<file path="src/shared/fhc_defines.svh">
// constants for the flash host controller: offsets, codes, timing, query table
`ifndef FHC_DEFINES_SVH
`define FHC_DEFINES_SVH

// ********************
// register offsets
// ********************
`define FHC_OFF_CTRL 8'h00
`define FHC_OFF_ADDR 8'h04
`define FHC_OFF_WDATA 8'h08
`define FHC_OFF_STATUS 8'h0C
`define FHC_OFF_RDATA 8'h10
`define FHC_OFF_CFG 8'h14
`define FHC_OFF_QIDX 8'h18
`define FHC_OFF_QDATA 8'h1C

// ********************
// controller commands (ctrl[3:0]), bank in ctrl[5:4]
// ********************
`define FHC_CMD_RESET 4'h1
`define FHC_CMD_ASEL 4'h2
`define FHC_CMD_QUERY 4'h3
`define FHC_CMD_READ 4'h4
`define FHC_CMD_WRITE 4'h5
`define FHC_CFG_BYTE_BIT 8

// ********************
// flash bus command words and addresses
// ********************
`define FHC_FL_RESET 16'h00F0
`define FHC_FL_UNLOCK1 16'h00AA
`define FHC_FL_UNLOCK2 16'h0055
`define FHC_FL_ASEL 16'h0090
`define FHC_FL_QUERY 16'h0098
`define FHC_AD_UNLOCK1 22'h00_0555
`define FHC_AD_UNLOCK2 22'h00_02AA
`define FHC_AD_QUERY 22'h00_0055
`define FHC_Q_FIRST 8'h40
`define FHC_Q_LAST 8'h5B
`define FHC_Q_STEPS 5'h1E
`define FHC_TIMEOUT_BIT 5

// ********************
// timing
// ********************
`define FHC_CLK_NS 40
`define FHC_TWP_NS 35
`define FHC_TACC_NS 90
`define FHC_TWP_CYC ((`FHC_TWP_NS + `FHC_CLK_NS - 1) / `FHC_CLK_NS)
`define FHC_TACC_CYC ((`FHC_TACC_NS + `FHC_CLK_NS - 1) / `FHC_CLK_NS)

`endif

</file>
<file path="src/shared/fhc_pkg.sv">
// types shared by the flash host controller modules
package fhc_pkg;
  typedef enum logic [1:0] {FHC_MODE_READ, FHC_MODE_ESR, FHC_MODE_ASEL} fhc_mode_e;
  typedef enum logic [1:0] {S_IDLE, S_ISSUE, S_WAIT} fhc_state_e;
  typedef enum logic [1:0] {C_IDLE, C_SETUP, C_PULSE, C_HOLD} fhc_cyc_e;
  typedef logic [21:0] fhc_addr_t;
  typedef logic [15:0] fhc_word_t;
endpackage

</file>
<file path="src/rtl/fhc_ctrl.sv">
// flash host controller: apb registers, command sequences, per-bank mode tracking
// Behaviour
// - only valid sequences in order; reset restores read-array
// - host resets bank on timeout_flag_bit or when in autoselect
// - two unlocks plus bank command enter autoselect, many reads allowed
// - autoselect only from read or esr, not while device busy
// - protection reads need bank and sector_select_address; reset exits to esr
//
// The register addresses and register access over APB were chosen for this implementation.
`timescale 1ns/100ps
`include "fhc_defines.svh"
module fhc_ctrl (
  input wire logic pclk,
  input wire logic presetn,
  input wire logic [7:0] paddr,
  input wire logic psel,
  input wire logic penable,
  input wire logic pwrite,
  input wire logic [31:0] pwdata,
  output logic [31:0] prdata,
  output logic pready,
  output logic pslverr,
  output fhc_pkg::fhc_addr_t flash_addr,
  output logic flash_ce_n,
  output logic flash_we_n,
  output logic flash_oe_n,
  input wire fhc_pkg::fhc_word_t flash_dq_in,
  output fhc_pkg::fhc_word_t flash_dq_out,
  output logic flash_dq_oe,
  input wire logic flash_ready
);
  import fhc_pkg::*;

  // ********************
  // helpers
  // ********************
  function automatic fhc_addr_t phys(input fhc_addr_t w, input logic byte_mode);
    phys = byte_mode ? {w[20:0], 1'b0} : w;
  endfunction

  // expected query word for a word address
  function automatic fhc_word_t exp_query(input logic [7:0] a);
    case (a)
      8'h40: exp_query = 16'h0050;
      8'h41: exp_query = 16'h0052;
      8'h42: exp_query = 16'h0049;
      8'h43: exp_query = 16'h0031;
      8'h44: exp_query = 16'h0033;
      8'h45: exp_query = 16'h0000;
      8'h46: exp_query = 16'h0002;
      8'h47: exp_query = 16'h0001;
      8'h48: exp_query = 16'h0001;
      8'h49: exp_query = 16'h0004;
      8'h4A: exp_query = 16'h0077;
      8'h4B: exp_query = 16'h0000;
      8'h4C: exp_query = 16'h0000;
      8'h4D: exp_query = 16'h0085;
      8'h4E: exp_query = 16'h0095;
      8'h4F: exp_query = 16'h0001;
      8'h50: exp_query = 16'h0001;
      8'h57: exp_query = 16'h0004;
      8'h58: exp_query = 16'h0017;
      8'h59: exp_query = 16'h0030;
      8'h5A: exp_query = 16'h0030;
      8'h5B: exp_query = 16'h0017;
      default: exp_query = 16'h0000;
    endcase
  endfunction

  // ********************
  // registers
  // ********************
  fhc_state_e state;
  logic [3:0] cur_cmd;
  logic [1:0] cur_bank;
  logic [4:0] step;
  fhc_addr_t addr_reg;
  fhc_word_t wdata_reg;
  fhc_word_t rdata_reg;
  logic [3:0] susp;
  logic byte_mode;
  logic [4:0] qidx;
  logic err;
  logic timeout_seen;
  logic qmismatch;
  logic qvalid;
  fhc_mode_e bank_mode [0:3];

  logic wr_en;
  logic start_req;
  logic cyc_done;
  fhc_word_t cyc_rdata;
  fhc_word_t qmem_rdata;
  logic step_wr;
  logic is_last;
  fhc_addr_t step_addr;
  fhc_word_t step_data;
  logic [7:0] q_word;
  logic timeout_hit;
  logic asel_ok;

  assign wr_en = psel && penable && pwrite;
  assign pready = 1'b1;
  assign start_req = wr_en && (paddr == `FHC_OFF_CTRL) && (state == S_IDLE);
  assign q_word = `FHC_Q_FIRST + {3'b000, step} - 8'h01;
  assign timeout_hit = state == S_WAIT && cyc_done && cur_cmd == `FHC_CMD_READ
    && !flash_ready && cyc_rdata[`FHC_TIMEOUT_BIT];
  // autoselect is refused while any bank is busy or the bank is already in it
  assign asel_ok = flash_ready && bank_mode[pwdata[5:4]] != FHC_MODE_ASEL;

  // ********************
  // step table of each command sequence
  // ********************
  always_comb begin
    step_wr = 1'b1;
    is_last = 1'b1;
    step_addr = addr_reg;
    step_data = wdata_reg;
    case (cur_cmd)
      `FHC_CMD_RESET: begin
        step_data = `FHC_FL_RESET;
      end
      `FHC_CMD_ASEL: begin
        is_last = step == 5'h02;
        case (step)
          5'h00: begin
            step_addr = `FHC_AD_UNLOCK1;
            step_data = `FHC_FL_UNLOCK1;
          end
          5'h01: begin
            step_addr = `FHC_AD_UNLOCK2;
            step_data = `FHC_FL_UNLOCK2;
          end
          default: begin
            step_addr = {cur_bank, 20'h0_0555};
            step_data = `FHC_FL_ASEL;
          end
        endcase
      end
      `FHC_CMD_QUERY: begin
        is_last = step == `FHC_Q_STEPS - 5'h01;
        if (step == 5'h00) begin
          step_addr = `FHC_AD_QUERY;
          step_data = `FHC_FL_QUERY;
        end else if (is_last) begin
          step_data = `FHC_FL_RESET;
        end else begin
          step_wr = 1'b0;
          step_addr = {14'h0000, q_word};
        end
      end
      `FHC_CMD_READ: begin
        step_wr = 1'b0;
      end
      default: begin
      end
    endcase
  end

  // ********************
  // sequence engine
  // ********************
  always_ff @(posedge pclk or negedge presetn) begin
    if (!presetn) begin
      state <= S_IDLE;
      cur_cmd <= 4'h0;
      cur_bank <= 2'h0;
      step <= 5'h00;
    end else begin
      case (state)
        S_IDLE: begin
          if (start_req) begin
            cur_cmd <= pwdata[3:0];
            cur_bank <= pwdata[5:4];
            step <= 5'h00;
            if (pwdata[3:0] == `FHC_CMD_RESET || pwdata[3:0] == `FHC_CMD_QUERY
                || pwdata[3:0] == `FHC_CMD_READ || pwdata[3:0] == `FHC_CMD_WRITE
                || (pwdata[3:0] == `FHC_CMD_ASEL && asel_ok)) begin
              state <= S_ISSUE;
            end
          end
        end
        S_ISSUE: state <= S_WAIT;
        S_WAIT: begin
          if (cyc_done) begin
            if (timeout_hit) begin
              cur_cmd <= `FHC_CMD_RESET;
              step <= 5'h00;
              state <= S_ISSUE;
            end else if (is_last) begin
              state <= S_IDLE;
            end else begin
              step <= step + 5'h01;
              state <= S_ISSUE;
            end
          end
        end
        default: state <= S_IDLE;
      endcase
    end
  end

  // ********************
  // host view of each bank's mode
  // ********************
  // after power-up every bank reads array; a reset returns autoselect banks to
  // read, or to erase-suspend-read where software marked the bank suspended
  always_ff @(posedge pclk or negedge presetn) begin
    if (!presetn) begin
      for (int i = 0; i < 4; i++) begin
        bank_mode[i] <= FHC_MODE_READ;
      end
    end else begin
      for (int i = 0; i < 4; i++) begin
        if (state == S_WAIT && cyc_done && is_last) begin
          if (cur_cmd == `FHC_CMD_RESET || cur_cmd == `FHC_CMD_QUERY) begin
            bank_mode[i] <= susp[i] ? FHC_MODE_ESR : FHC_MODE_READ;
          end else if (cur_cmd == `FHC_CMD_ASEL && cur_bank == 2'(i)) begin
            bank_mode[i] <= FHC_MODE_ASEL;
          end
        end else if (bank_mode[i] != FHC_MODE_ASEL) begin
          bank_mode[i] <= susp[i] ? FHC_MODE_ESR : FHC_MODE_READ;
        end
      end
    end
  end

  // ********************
  // software registers
  // ********************
  always_ff @(posedge pclk or negedge presetn) begin
    if (!presetn) begin
      addr_reg <= 22'h00_0000;
      wdata_reg <= 16'h0000;
      susp <= 4'h0;
      byte_mode <= 1'b0;
      qidx <= 5'h00;
    end else if (wr_en) begin
      case (paddr)
        `FHC_OFF_ADDR: addr_reg <= pwdata[21:0];
        `FHC_OFF_WDATA: wdata_reg <= pwdata[15:0];
        `FHC_OFF_CFG: begin
          susp <= pwdata[3:0];
          byte_mode <= pwdata[`FHC_CFG_BYTE_BIT];
        end
        `FHC_OFF_QIDX: qidx <= pwdata[4:0];
        default: begin
        end
      endcase
    end
  end

  // ********************
  // status and read data
  // ********************
  // an error or event landing in the start cycle wins over the start's clear
  always_ff @(posedge pclk or negedge presetn) begin
    if (!presetn) begin
      err <= 1'b0;
      timeout_seen <= 1'b0;
      qmismatch <= 1'b0;
      qvalid <= 1'b0;
      rdata_reg <= 16'h0000;
    end else begin
      if (start_req && pwdata[3:0] == `FHC_CMD_ASEL && !asel_ok) begin
        err <= 1'b1;
      end else if (start_req) begin
        err <= 1'b0;
      end
      if (timeout_hit) begin
        timeout_seen <= 1'b1;
      end else if (start_req) begin
        timeout_seen <= 1'b0;
      end
      if (state == S_WAIT && cyc_done && !step_wr && cur_cmd == `FHC_CMD_QUERY
          && cyc_rdata != exp_query(q_word)) begin
        qmismatch <= 1'b1;
      end else if (start_req && pwdata[3:0] == `FHC_CMD_QUERY) begin
        qmismatch <= 1'b0;
        qvalid <= 1'b0;
      end
      if (state == S_WAIT && cyc_done && is_last && cur_cmd == `FHC_CMD_QUERY) begin
        qvalid <= 1'b1;
      end
      if (state == S_WAIT && cyc_done && !step_wr) begin
        rdata_reg <= cyc_rdata;
      end
    end
  end

  always_comb begin
    prdata = 32'h0000_0000;
    pslverr = 1'b0;
    case (paddr)
      `FHC_OFF_CTRL: prdata = {26'h000_0000, cur_bank, cur_cmd};
      `FHC_OFF_ADDR: prdata = {10'h000, addr_reg};
      `FHC_OFF_WDATA: prdata = {16'h0000, wdata_reg};
      `FHC_OFF_STATUS: prdata = {16'h0000, bank_mode[3], bank_mode[2], bank_mode[1],
        bank_mode[0], 3'h0, qvalid, qmismatch, timeout_seen, err, state != S_IDLE};
      `FHC_OFF_RDATA: prdata = {16'h0000, rdata_reg};
      `FHC_OFF_CFG: prdata = {23'h00_0000, byte_mode, 4'h0, susp};
      `FHC_OFF_QIDX: prdata = {27'h000_0000, qidx};
      `FHC_OFF_QDATA: prdata = {16'h0000, qmem_rdata};
      default: pslverr = psel && penable;
    endcase
  end

  // ********************
  // leaves
  // ********************
  fhc_pin_cycle u_cyc (
    .pclk(pclk),
    .presetn(presetn),
    .start(state == S_ISSUE),
    .wr(step_wr),
    .addr(phys(step_addr, byte_mode)),
    .wdata(step_data),
    .done(cyc_done),
    .rdata(cyc_rdata),
    .flash_addr(flash_addr),
    .flash_ce_n(flash_ce_n),
    .flash_we_n(flash_we_n),
    .flash_oe_n(flash_oe_n),
    .flash_dq_in(flash_dq_in),
    .flash_dq_out(flash_dq_out),
    .flash_dq_oe(flash_dq_oe)
  );

  fhc_qmem u_qmem (
    .pclk(pclk),
    .we(state == S_WAIT && cyc_done && !step_wr && cur_cmd == `FHC_CMD_QUERY),
    .waddr(step - 5'h01),
    .wdata(cyc_rdata),
    .raddr(qidx),
    .rdata(qmem_rdata)
  );

  logic seq_end;
  assign seq_end = state == S_WAIT && cyc_done && is_last && !timeout_hit;
endmodule

</file>
<file path="src/rtl/fhc_pin_cycle.sv">
// one asynchronous flash bus cycle, read or write, on the chip pins
`timescale 1ns/100ps
`include "fhc_defines.svh"
module fhc_pin_cycle (
  input wire logic pclk,
  input wire logic presetn,
  input wire logic start,
  input wire logic wr,
  input wire fhc_pkg::fhc_addr_t addr,
  input wire fhc_pkg::fhc_word_t wdata,
  output logic done,
  output fhc_pkg::fhc_word_t rdata,
  output fhc_pkg::fhc_addr_t flash_addr,
  output logic flash_ce_n,
  output logic flash_we_n,
  output logic flash_oe_n,
  input wire fhc_pkg::fhc_word_t flash_dq_in,
  output fhc_pkg::fhc_word_t flash_dq_out,
  output logic flash_dq_oe
);
  import fhc_pkg::*;
  fhc_cyc_e state;
  logic is_wr;
  logic [3:0] cnt;

  // chip select falls first so the write strobe falls later (address taken there)
  // and rises first (data taken there); data is held until chip select rises
  always_ff @(posedge pclk or negedge presetn) begin
    if (!presetn) begin
      state <= C_IDLE;
      is_wr <= 1'b0;
      cnt <= 4'h0;
      done <= 1'b0;
      rdata <= 16'h0000;
      flash_addr <= 22'h00_0000;
      flash_dq_out <= 16'h0000;
      flash_dq_oe <= 1'b0;
      flash_ce_n <= 1'b1;
      flash_we_n <= 1'b1;
      flash_oe_n <= 1'b1;
    end else begin
      done <= 1'b0;
      case (state)
        C_IDLE: begin
          if (start) begin
            is_wr <= wr;
            flash_addr <= addr;
            flash_dq_out <= wdata;
            flash_dq_oe <= wr;
            flash_ce_n <= 1'b0;
            state <= C_SETUP;
          end
        end
        C_SETUP: begin
          flash_we_n <= !is_wr;
          flash_oe_n <= is_wr;
          cnt <= is_wr ? 4'(`FHC_TWP_CYC) : 4'(`FHC_TACC_CYC);
          state <= C_PULSE;
        end
        C_PULSE: begin
          if (cnt == 4'h1) begin
            flash_we_n <= 1'b1;
            flash_oe_n <= 1'b1;
            if (!is_wr) begin
              rdata <= flash_dq_in;
            end
            state <= C_HOLD;
          end else begin
            cnt <= cnt - 4'h1;
          end
        end
        C_HOLD: begin
          flash_ce_n <= 1'b1;
          flash_dq_oe <= 1'b0;
          done <= 1'b1;
          state <= C_IDLE;
        end
        default: state <= C_IDLE;
      endcase
    end
  end
endmodule

</file>
<file path="src/rtl/fhc_qmem.sv">
// small word store for the captured query table
`timescale 1ns/100ps
module fhc_qmem (
  input wire logic pclk,
  input wire logic we,
  input wire logic [4:0] waddr,
  input wire fhc_pkg::fhc_word_t wdata,
  input wire logic [4:0] raddr,
  output fhc_pkg::fhc_word_t rdata
);
  import fhc_pkg::*;
  fhc_word_t mem [0:31];

  always_ff @(posedge pclk) begin
    if (we) begin
      mem[waddr] <= wdata;
    end
  end

  // registered read keeps the bus read path short
  always_ff @(posedge pclk) begin
    rdata <= mem[raddr];
  end
endmodule

</file>
<file path="config.mk">
export PLATFORM = sky130hd
export DESIGN_NAME = fhc_ctrl
export DESIGN_NICKNAME = d
export VERILOG_FILES = /design/src/shared/fhc_pkg.sv /design/src/rtl/fhc_ctrl.sv /design/src/rtl/fhc_pin_cycle.sv /design/src/rtl/fhc_qmem.sv
export VERILOG_INCLUDE_DIRS = /design/src /design/src/shared
export SDC_FILE = /design/constraint.sdc
export NUM_CORES = 1
export LEC_CHECK = 0
export BUFFER_PORTS_ARGS = -buffer_cell sky130_fd_sc_hd__clkbuf_2
export CAP_MARGIN = 25
export CORE_MARGIN = 1.5
export CORE_UTILIZATION = 35
export CTS_CLUSTER_SIZE = 16
export DETAILED_ROUTE_END_ITERATION = 8
export HOLD_SLACK_MARGIN = 0.12
export PLACE_DENSITY = 0.52
export SLEW_MARGIN = 20
export SYNTH_ARGS = -nofsm -noshare
export SYNTH_HDL_FRONTEND = slang
export SYNTH_SLANG_ARGS = --single-unit
</file>
<file path="constraint.sdc">
create_clock -name pclk -period 3 [get_ports pclk]
set_input_delay 0.45 -clock pclk [delete_from_list [all_inputs] [get_ports pclk]]
set_output_delay 0.45 -clock pclk [all_outputs]
set_load 0.1 [all_outputs]
</file>
=== Word-level counts from Yosys, hierarchy flattened ===
Memory sizes are Yosys's and may differ from the RTL's. A register that Yosys moved wholly into a read port is not among the register bits.
Index checks and enable logic that the tools add are counted.

* Flip-flop bits (word level): 155
* RAM bits: 512
* Input port bits: 62
* Output and inout port bits: 76
* Word-level logic and storage cells: 253
* Memories kept: 1

{| class="wikitable"
|+ Memories
! memory !! depth !! bits a word !! read ports !! clocked after Yosys merged registers in !! wr ports !! line !! source
|-
| u_qmem.mem || 32 || 16 || 1 || 1 || 1 || fhc_qmem.sv:12 || <nowiki>fhc_word_t mem [0:31];</nowiki>
|}

* Mux-type cells: 77
* Add/subtract/negate cells: 5
* $lt $le $gt $ge: 1
* Reductions and logical operators: 72
* Equal/unequal tests: 66
* Bitwise operators: 2

{| class="wikitable"
|+ Operators by type and width
! cell !! count
|-
| $pmux 22 s8 || 1
|-
| $eq 8x7->1 const B || 19
|-
| $pmux 8 s13 || 1
|-
| $pmux 22 s2 || 2
|-
| $mux 22 || 3
|-
| $mux 2 || 24
|-
| $pmux 16 s3 || 1
|-
| $eq 8x5->1 const B || 4
|-
| $mux 16 || 2
|-
| $reduce_and 2->1 || 15
|-
| $reduce_bool 2->1 || 12
|-
| $logic_and 1x1->1 || 22
|-
| $mux 1 || 22
|-
| $mux 5 || 4
|-
| $eq 4x2->1 const B || 4
|-
| $eq 8x4->1 const B || 2
|-
| $mux 4 || 4
|-
| $ne 16x16->1 || 1
|-
| $ne 2x2->1 const B || 8
|-
| $pmux 4 s2 || 2
|-
| $pmux 8 s2 || 1
|-
| $eq 4x1->1 const B || 3
|-
| $eq 4x3->1 const B || 3
|-
| $pmux 1 s2 || 6
|-
| other kinds (32) || 57
|}

=== Depth between registers and ports, before layout ===
Gate-level depths: netlist of the first run.

* Depth after elaboration: 11
* Mapped depth: 12
* Gate-level depth less buffers: 10

=== Modules after synthesis ===
A second synthesis of the first run with hierarchy kept.

* Cell total of the unflattened synthesis: 1949
* Area, all modules: 29245.5 sq um

{| class="wikitable"
|+ By module, submodules not included
! module !! seq. area each (sq um) !! instances !! area an instance (sq um) !! cells an instance
|-
| fhc_qmem || 15695.1 || 1 || 20534.7 || 1143
|-
| fhc_ctrl || 2227.1 || 1 || 6007.0 || 632
|-
| fhc_pin_cycle || 1655.3 || 1 || 2703.8 || 174
|}

=== Worst setup path after synthesis of the first run ===
Ideal clock, no wire load.

* Kind: input port to output port
* Start: in paddr[5]
* End: out prdata[12]
* Data required time: 2.550 ns
* Slack: -0.145 ns
* Stages on the path: 7
* Arrival time: 2.695 ns
* Path buffers: 2
* Cells stage by stage: or4_4 nor3_4 and3_1 buf_2 clkbuf_1 a22oi_1 nand3_1

* Word-level cells in the longest chain between the ends: 2
* Elaborated cells on any way between the ends: 9
* Classes of those cells: eq/ne: 7; mux: 1; reduce/logical: 1

{| class="wikitable"
|+ Ends and longest elaborated chain
! what !! line !! source
|-
| from (decl) || fhc_ctrl.sv:15 || <nowiki>input wire logic [7:0] paddr,</nowiki>
|-
| $eq 8x5->1 (tied with other cells) || fhc_ctrl.sv:294 || <nowiki>case (paddr)</nowiki>
|-
| $pmux 22 s8 (*) || fhc_ctrl.sv:294 ||
|-
| to (decl) || fhc_ctrl.sv:20 || <nowiki>output logic [31:0] prdata,</nowiki>
|}

Mark *: on every way between the ends. The rest lies on a longest branch, timed or not.

=== Final worst setup path of the first run ===
* Start: in paddr[5]
* End: out prdata[10]

Same word-level chain as after synthesis.

==> impl_metrics.ini, run 1 <==
[worst_hold_path]
hp-class = input pin to register

[setup_path]
start_kind = input pin
worst_setup_path_end_kind = primary output
crit_buf_inv = 3
crit_path_max_fanout = 9
crit_family = simple AND/OR/NAND/NOR gates
crit_arrival_ps = 2500
slowest_stage = or4_4
cp_data_required_time_ps = 2550
r2r_slack_ps = 200
path_cells = clkbuf_2, or4_4, nor3_4, and3_1, buf_4, a222oi_1, nand2_1, buf_12
crit_type = input pin to primary output
slowest_delay_ps = 580

[yosys]
synth_top_cell_by_area = edfxtp_1
yosysSeqAreaShare = 0.689
synth_cell_types = 91
netlist_area_um2 = 28400
synth_edf_count = 512
synth.avg_cell_area_um2 = 17.3
synth-main-ff-cell = edfxtp_1
synth-warning-count = 0
synthTopCellsByArea = edfxtp_1 (54%), dfrtp_1 (13%), mux4_2 (13%), mux2_2 (2.8%), nand2_1 (1.8%)
ys_async_sr_fraction = 0.227
synth-seq-cells = 683
yosysTopAreaCellShare = 0.541
synthCells = 1647

[timing]
tightest_slew_ps = 777
clock_skew_ps = 19.5
fmax_mhz = 338
post-route-period-util = 0.985
setup_violations = 0
period_minus_slack_ps = 2950
finalHoldViolations = 0
slew_headroom = 0.482
slew_viol_final = 0

[routing]
firstDrtPassIters = 7
viasPerCell = 5.33
via_count = 16100
drc = 0
routed_wl_um = 77200
drtIter0Drc = 1552
ant_nets = 0
post_drt_wl_per_cell_um = 25.5

[floorplanning]
die_h_um = 288
core_area_um2 = 80400
start_util = 0.353
dieArea_um2 = 82900
die_x_um = 288
row_count = 104
num_io_pins = 138

[pwr]
p_leak_nw = 12.2
vdd_drop_max_v = 0.000529
power_mw = 23.3
power_density_nw_per_um2 = 681

[layout]
syn2layout_area_growth_pct = 20.5
nNetsFinal = 1975
fin_cells = 3024
final_common_cell = edfxtp_1
layout-drive-gt1-share = 0.337
seq_area_um2 = 19600
multi_input_area_um2 = 8350
final_cell_mix = edfxtp_1 (512), mux4_2 (160), dfrtp_1 (147)
fillers = 7179
largest_reg_flops = 512

[global_route]
grt_pass1_vias = 16400
grt_usage = 0.188
antenna_found_initial = 2
overflow = 0
grt_start_max_net_pins = 79
grt_pass1_wl_um = 113000

[clocking]
cts.path.max_buffers = 3
cts_inserted_buffers = 75
cts-root-buf = clkbuf_16
cts_tree = yes
clkTransAtPathRegs_ps = 60
clock_latency_ps = 620
clock_sinks = 683
h-tree-depth = 3

[placed_design]
routabilityCongestion = 0.857
dp.cells = 2847
port_buffers = 116
dp_hpwl_um = 48800

[status]
status = finished, final reports clean

[job]
cap_viol_max_count = 0
through the flow:
step	setup WS [ps]	utilization	cell area (um2)	hold WS, ps	setup TNS [ps]
final	45.7	0.426	34200	163	0
after global routing	-0.730	0.426	34200	185	-0.730
after CTS	86.0	0.425	34200	131	0
after detailed placement	93.8	0.391	31500	468	0
after global placement	93.8	0.391	31400	465	0
after floorplan	47.9	-	28500	154	0
worst register-to-register path: stages (launching register included):
cell and delay [ps]:
dfrtp_1 390, inv_1 120, ha_1 380, buf_4 220, nand2b_1 190, o32ai_2 150
a21oi_1 160, a2bb2oi_1 410, mux2i_1 240, mux2i_1 90, a211o_1 300, nand3_1 80
cells by family (layout without fill, tap and decap cells):
logic type | count (synthesis) | in the layout | synth area share
DFF | 683 | 683 | 0.689
xor gates and xnor gates | 13 | 13 | 0.00401
muxes | 281 | 281 | 0.177
AOI/OAI and AO/OA | 210 | 210 | 0.0511
adders and majority gates | 12 | 12 | 0.00528
buffers and inverters | 122 | 428 | 0.0201
other | 2 | 13 | 0.000264
and+or+nand+nor | 324 | 324 | 0.0536
layout make-up:
| cell class | count | area share |
|---|---|---|
| clock inverter | 44 | 0.0104 |
| inverter | 17 | 0.00186 |
| sequential | 683 | 0.572 |
| multi-input combinational | 851 | 0.244 |
| tap | 1060 | 0.0387 |
| timing repair buffer | 273 | 0.0734 |
| antenna | 2 | 0.000146 |
| clock buffer | 94 | 0.0594 |
per-layer routing:
layer,vias up,routed length [um],global-route usage
met5,-,0,0
met4,0,1220,0.0436
met3,92,4290,0.0294
met2,505,37500,0.308
met1,8536,34100,0.263
li1,6996,-,-
repair_timing:
action | CTS | global route
pin swaps | 0 | 1
buffers inserted | 2 | 2
gates resized for setup | 0 | 3
cloned | 0 | 0
hold buffers | 33 | 0
setup endpoints to repair | 1 | 487
hold endpoints to repair | 97 | 0
power breakdown:
group          switching, mW  internal, mW  leakage (nW)
clock network           3.82          5.18          1.19
logic                   1.77         0.651          4.12
registers              0.447          11.5          6.86
total                   6.04          17.3          12.2
path summary, 6_finish.rpt:
check	start	end	cells after the start
hold reg to reg	u_cyc.flash_addr[17]$_DFFE_PN0P_	u_cyc.flash_addr[17]$_DFFE_PN0P_	2
hold / removal	pwdata[4]	cur_bank[0]$_DFFE_PN0P_	3
max in group asynchronous	presetn	u_cyc.flash_dq_out[0]$_DFFE_PN0P_	3
setup reg to reg	step[1]$_DFFE_PN0P_	qmismatch$_DFFE_PN0P_	11
setup / recovery	paddr[5]	prdata[10]	8
min in group asynchronous	presetn	u_cyc.cnt[2]$_DFFE_PN0P_	2
Yosys cell counts (all sizes together) (7+ instances only):
master  number
ha          12
mux4       160
mux2i       21
nand4        7
dfrtp      152
nand2b       7
a22oi       19
dfxtp       16
inv         16
o22ai        7
a31oi        7
and2         7
nand2      137
o31ai       16
edfxtp     512
xnor2        8
nor2        93
clkbuf      50
nor3        16
nand3       22
a21oi       35
buf         55
mux2       100
o21ai       69
(Power assumes the default switching activity.)
==> run 2, diff against run 1 <==
--- a/config.mk
+++ b/config.mk
@@ -9,11 +9,11 @@
 export BUFFER_PORTS_ARGS = -buffer_cell sky130_fd_sc_hd__clkbuf_2
 export CAP_MARGIN = 25
 export CORE_MARGIN = 1.5
-export CORE_UTILIZATION = 35
+export CORE_UTILIZATION = 55
 export CTS_CLUSTER_SIZE = 16
 export DETAILED_ROUTE_END_ITERATION = 8
 export HOLD_SLACK_MARGIN = 0.12
-export PLACE_DENSITY = 0.52
+export PLACE_DENSITY = 0.75
 export SLEW_MARGIN = 20
 export SYNTH_ARGS = -nofsm -noshare
 export SYNTH_HDL_FRONTEND = slang
==> impl_metrics.ini, run 2 (synthesized netlist as in run 1, its figures left out) <==
[placed_design]
dp.cells = 2463
routabilityCongestion = 0.936
port_buffers = 116
dp_hpwl_um = 46500

[layout]
final_common_cell = edfxtp_1
nNetsFinal = 1965
final_cell_mix = edfxtp_1 (512), mux4_2 (160), dfrtp_1 (146)
layout-drive-gt1-share = 0.334
diodes = 0
largest_reg_flops = 512
fin_cells = 2630
syn2layout_area_growth_pct = 18.4

[timing]
finalHoldViolations = 0
finalSetupTns_ps = 0
period_minus_slack_ps = 2870
clock_skew_ps = 31.5
grt_setup_unrepaired = false
slew_viol_final = 0
tightest_slew_ps = 720
fmax_mhz = 348
slew_headroom = 0.520
timing.hold.ws_ps = 179
setup_violations = 0
post-route-period-util = 0.957

[global_route]
overflow = 0
grt_usage = 0.289
antenna_found_initial = 3
grt_pass1_wl_um = 111000
grt_pass1_vias = 16900
grt_start_max_net_pins = 81

[floorplanning]
row_count = 83
dieArea_um2 = 53000
num_io_pins = 138
die_x_um = 230
start_util = 0.555
core_area_um2 = 51200
die_h_um = 230

[routing]
firstDrtPassIters = 5
via_count = 16600
routed_wl_um = 74400
drtIter0Drc = 1831
drc = 0
post_drt_wl_per_cell_um = 28.3
ant_nets = 0
viasPerCell = 6.29

[setup_path]
crit_start = cur_cmd[0]$_DFFE_PN0P_
rr_endpoint = u_qmem.mem[25][3]$_DFFE_PP_
cp_data_required_time_ps = 2550
r2r_cells = 10
start_kind = register
crit_type = register to primary output
crit_path_max_fanout = 11
worstReg2RegStart = step[0]$_DFFE_PN0P_
worst_setup_path_end_kind = primary output
worst_setup_path_endpoint = prdata[0]
crit_arrival_ps = 2420
r2r_slack_ps = 290

[pwr]
power_density_nw_per_um2 = 677
power_mw = 22.8
vdd_drop_max_v = 0.000899
p_leak_nw = 12.1

[clocking]
cts.path.max_buffers = 3
cts_inserted_buffers = 71
clkTransAtPathRegs_ps = 60
h-tree-depth = 3
clock_sinks = 683
cts-root-buf = clkbuf_16
cts_tree = yes
clock_latency_ps = 620

[job]
cap_viol_max_count = 0

[worst_hold_path]
hp-class = input pin to register

[status]
status = finished, final reports clean
## run 2: layout make-up
cell class,instances,area [um2]
clock buffer,99,1980
fill,3396,17600
inverter,17,63.8
multi-input combinational,851,8350
tap,680,851
timing repair buffer,267,2510
sequential,683,19600
clock inverter,33,289
## run 2: critical path: stages, from the launching register on
cell and delay (ps):
dfrtp_1 380, buf_4 180, mux2i_1 180, o22ai_1 130, a32oi_1 300, nand2_1 90, a221o_2 350, buf_12 180
## run 2: worst min path at each step
| stage | from | to | slack (ps) | cells past startpoint |
|---|---|---|---|---|
| final | flash_dq_in[5] | u_cyc.rdata[5]$_DFFE_PN0P_ | 180 | 2 |
| after global routing | flash_dq_in[5] | u_cyc.rdata[5]$_DFFE_PN0P_ | 200 | 2 |
| after CTS | flash_dq_in[5] | u_cyc.rdata[5]$_DFFE_PN0P_ | 150 | 2 |
| after detailed placement | u_cyc.done$_DFF_PN0_ | state[1]$_DFFE_PN0P_ | 470 | 1 |
| after global placement | u_cyc.flash_addr[19]$_DFFE_PN0P_ | u_cyc.flash_addr[19]$_DFFE_PN0P_ | 460 | 2 |
| after floorplan | presetn | addr_reg[0]$_DFFE_PN0P_ | 150 | 0 |
## run 2: power by group
part / total [mW] / switching (mW) / internal [mW]
Clock: 8.56 / 3.64 / 4.92
Sequential: 12.0 / 0.514 / 11.5
Combinational: 2.26 / 1.65 / 0.607
Total: 22.8 / 5.81 / 17.0
## run 2: through the flow
stage	util	setup WS [ps]	cell area [um2]
6_report	0.657	130	33600
5_1_grt	0.657	48.7	33600
4_1_cts	0.656	88.3	33600
3_5_place_dp	0.605	155	31000
3_3_place_gp	0.605	178	31000
2_1_floorplan	-	47.9	28500
## run 2: layer usage
metal,vias up,global-route usage,wire [um]
met2,933,0.469,36400
met3,153,0.0657,6880
met1,8507,0.380,28300
li1,6960,-,-
met4,2,0.122,2880
met5,-,0,11
## run 2: repair_timing
item                                    in CTS  in global routing
buffers inserted                             1                  1
endpoints found under the setup margin       1                 14
endpoints found under the hold margin      103                  0
gates cloned                                 0                  0
resized for setup                            0                  3
hold buffers                                33                  0
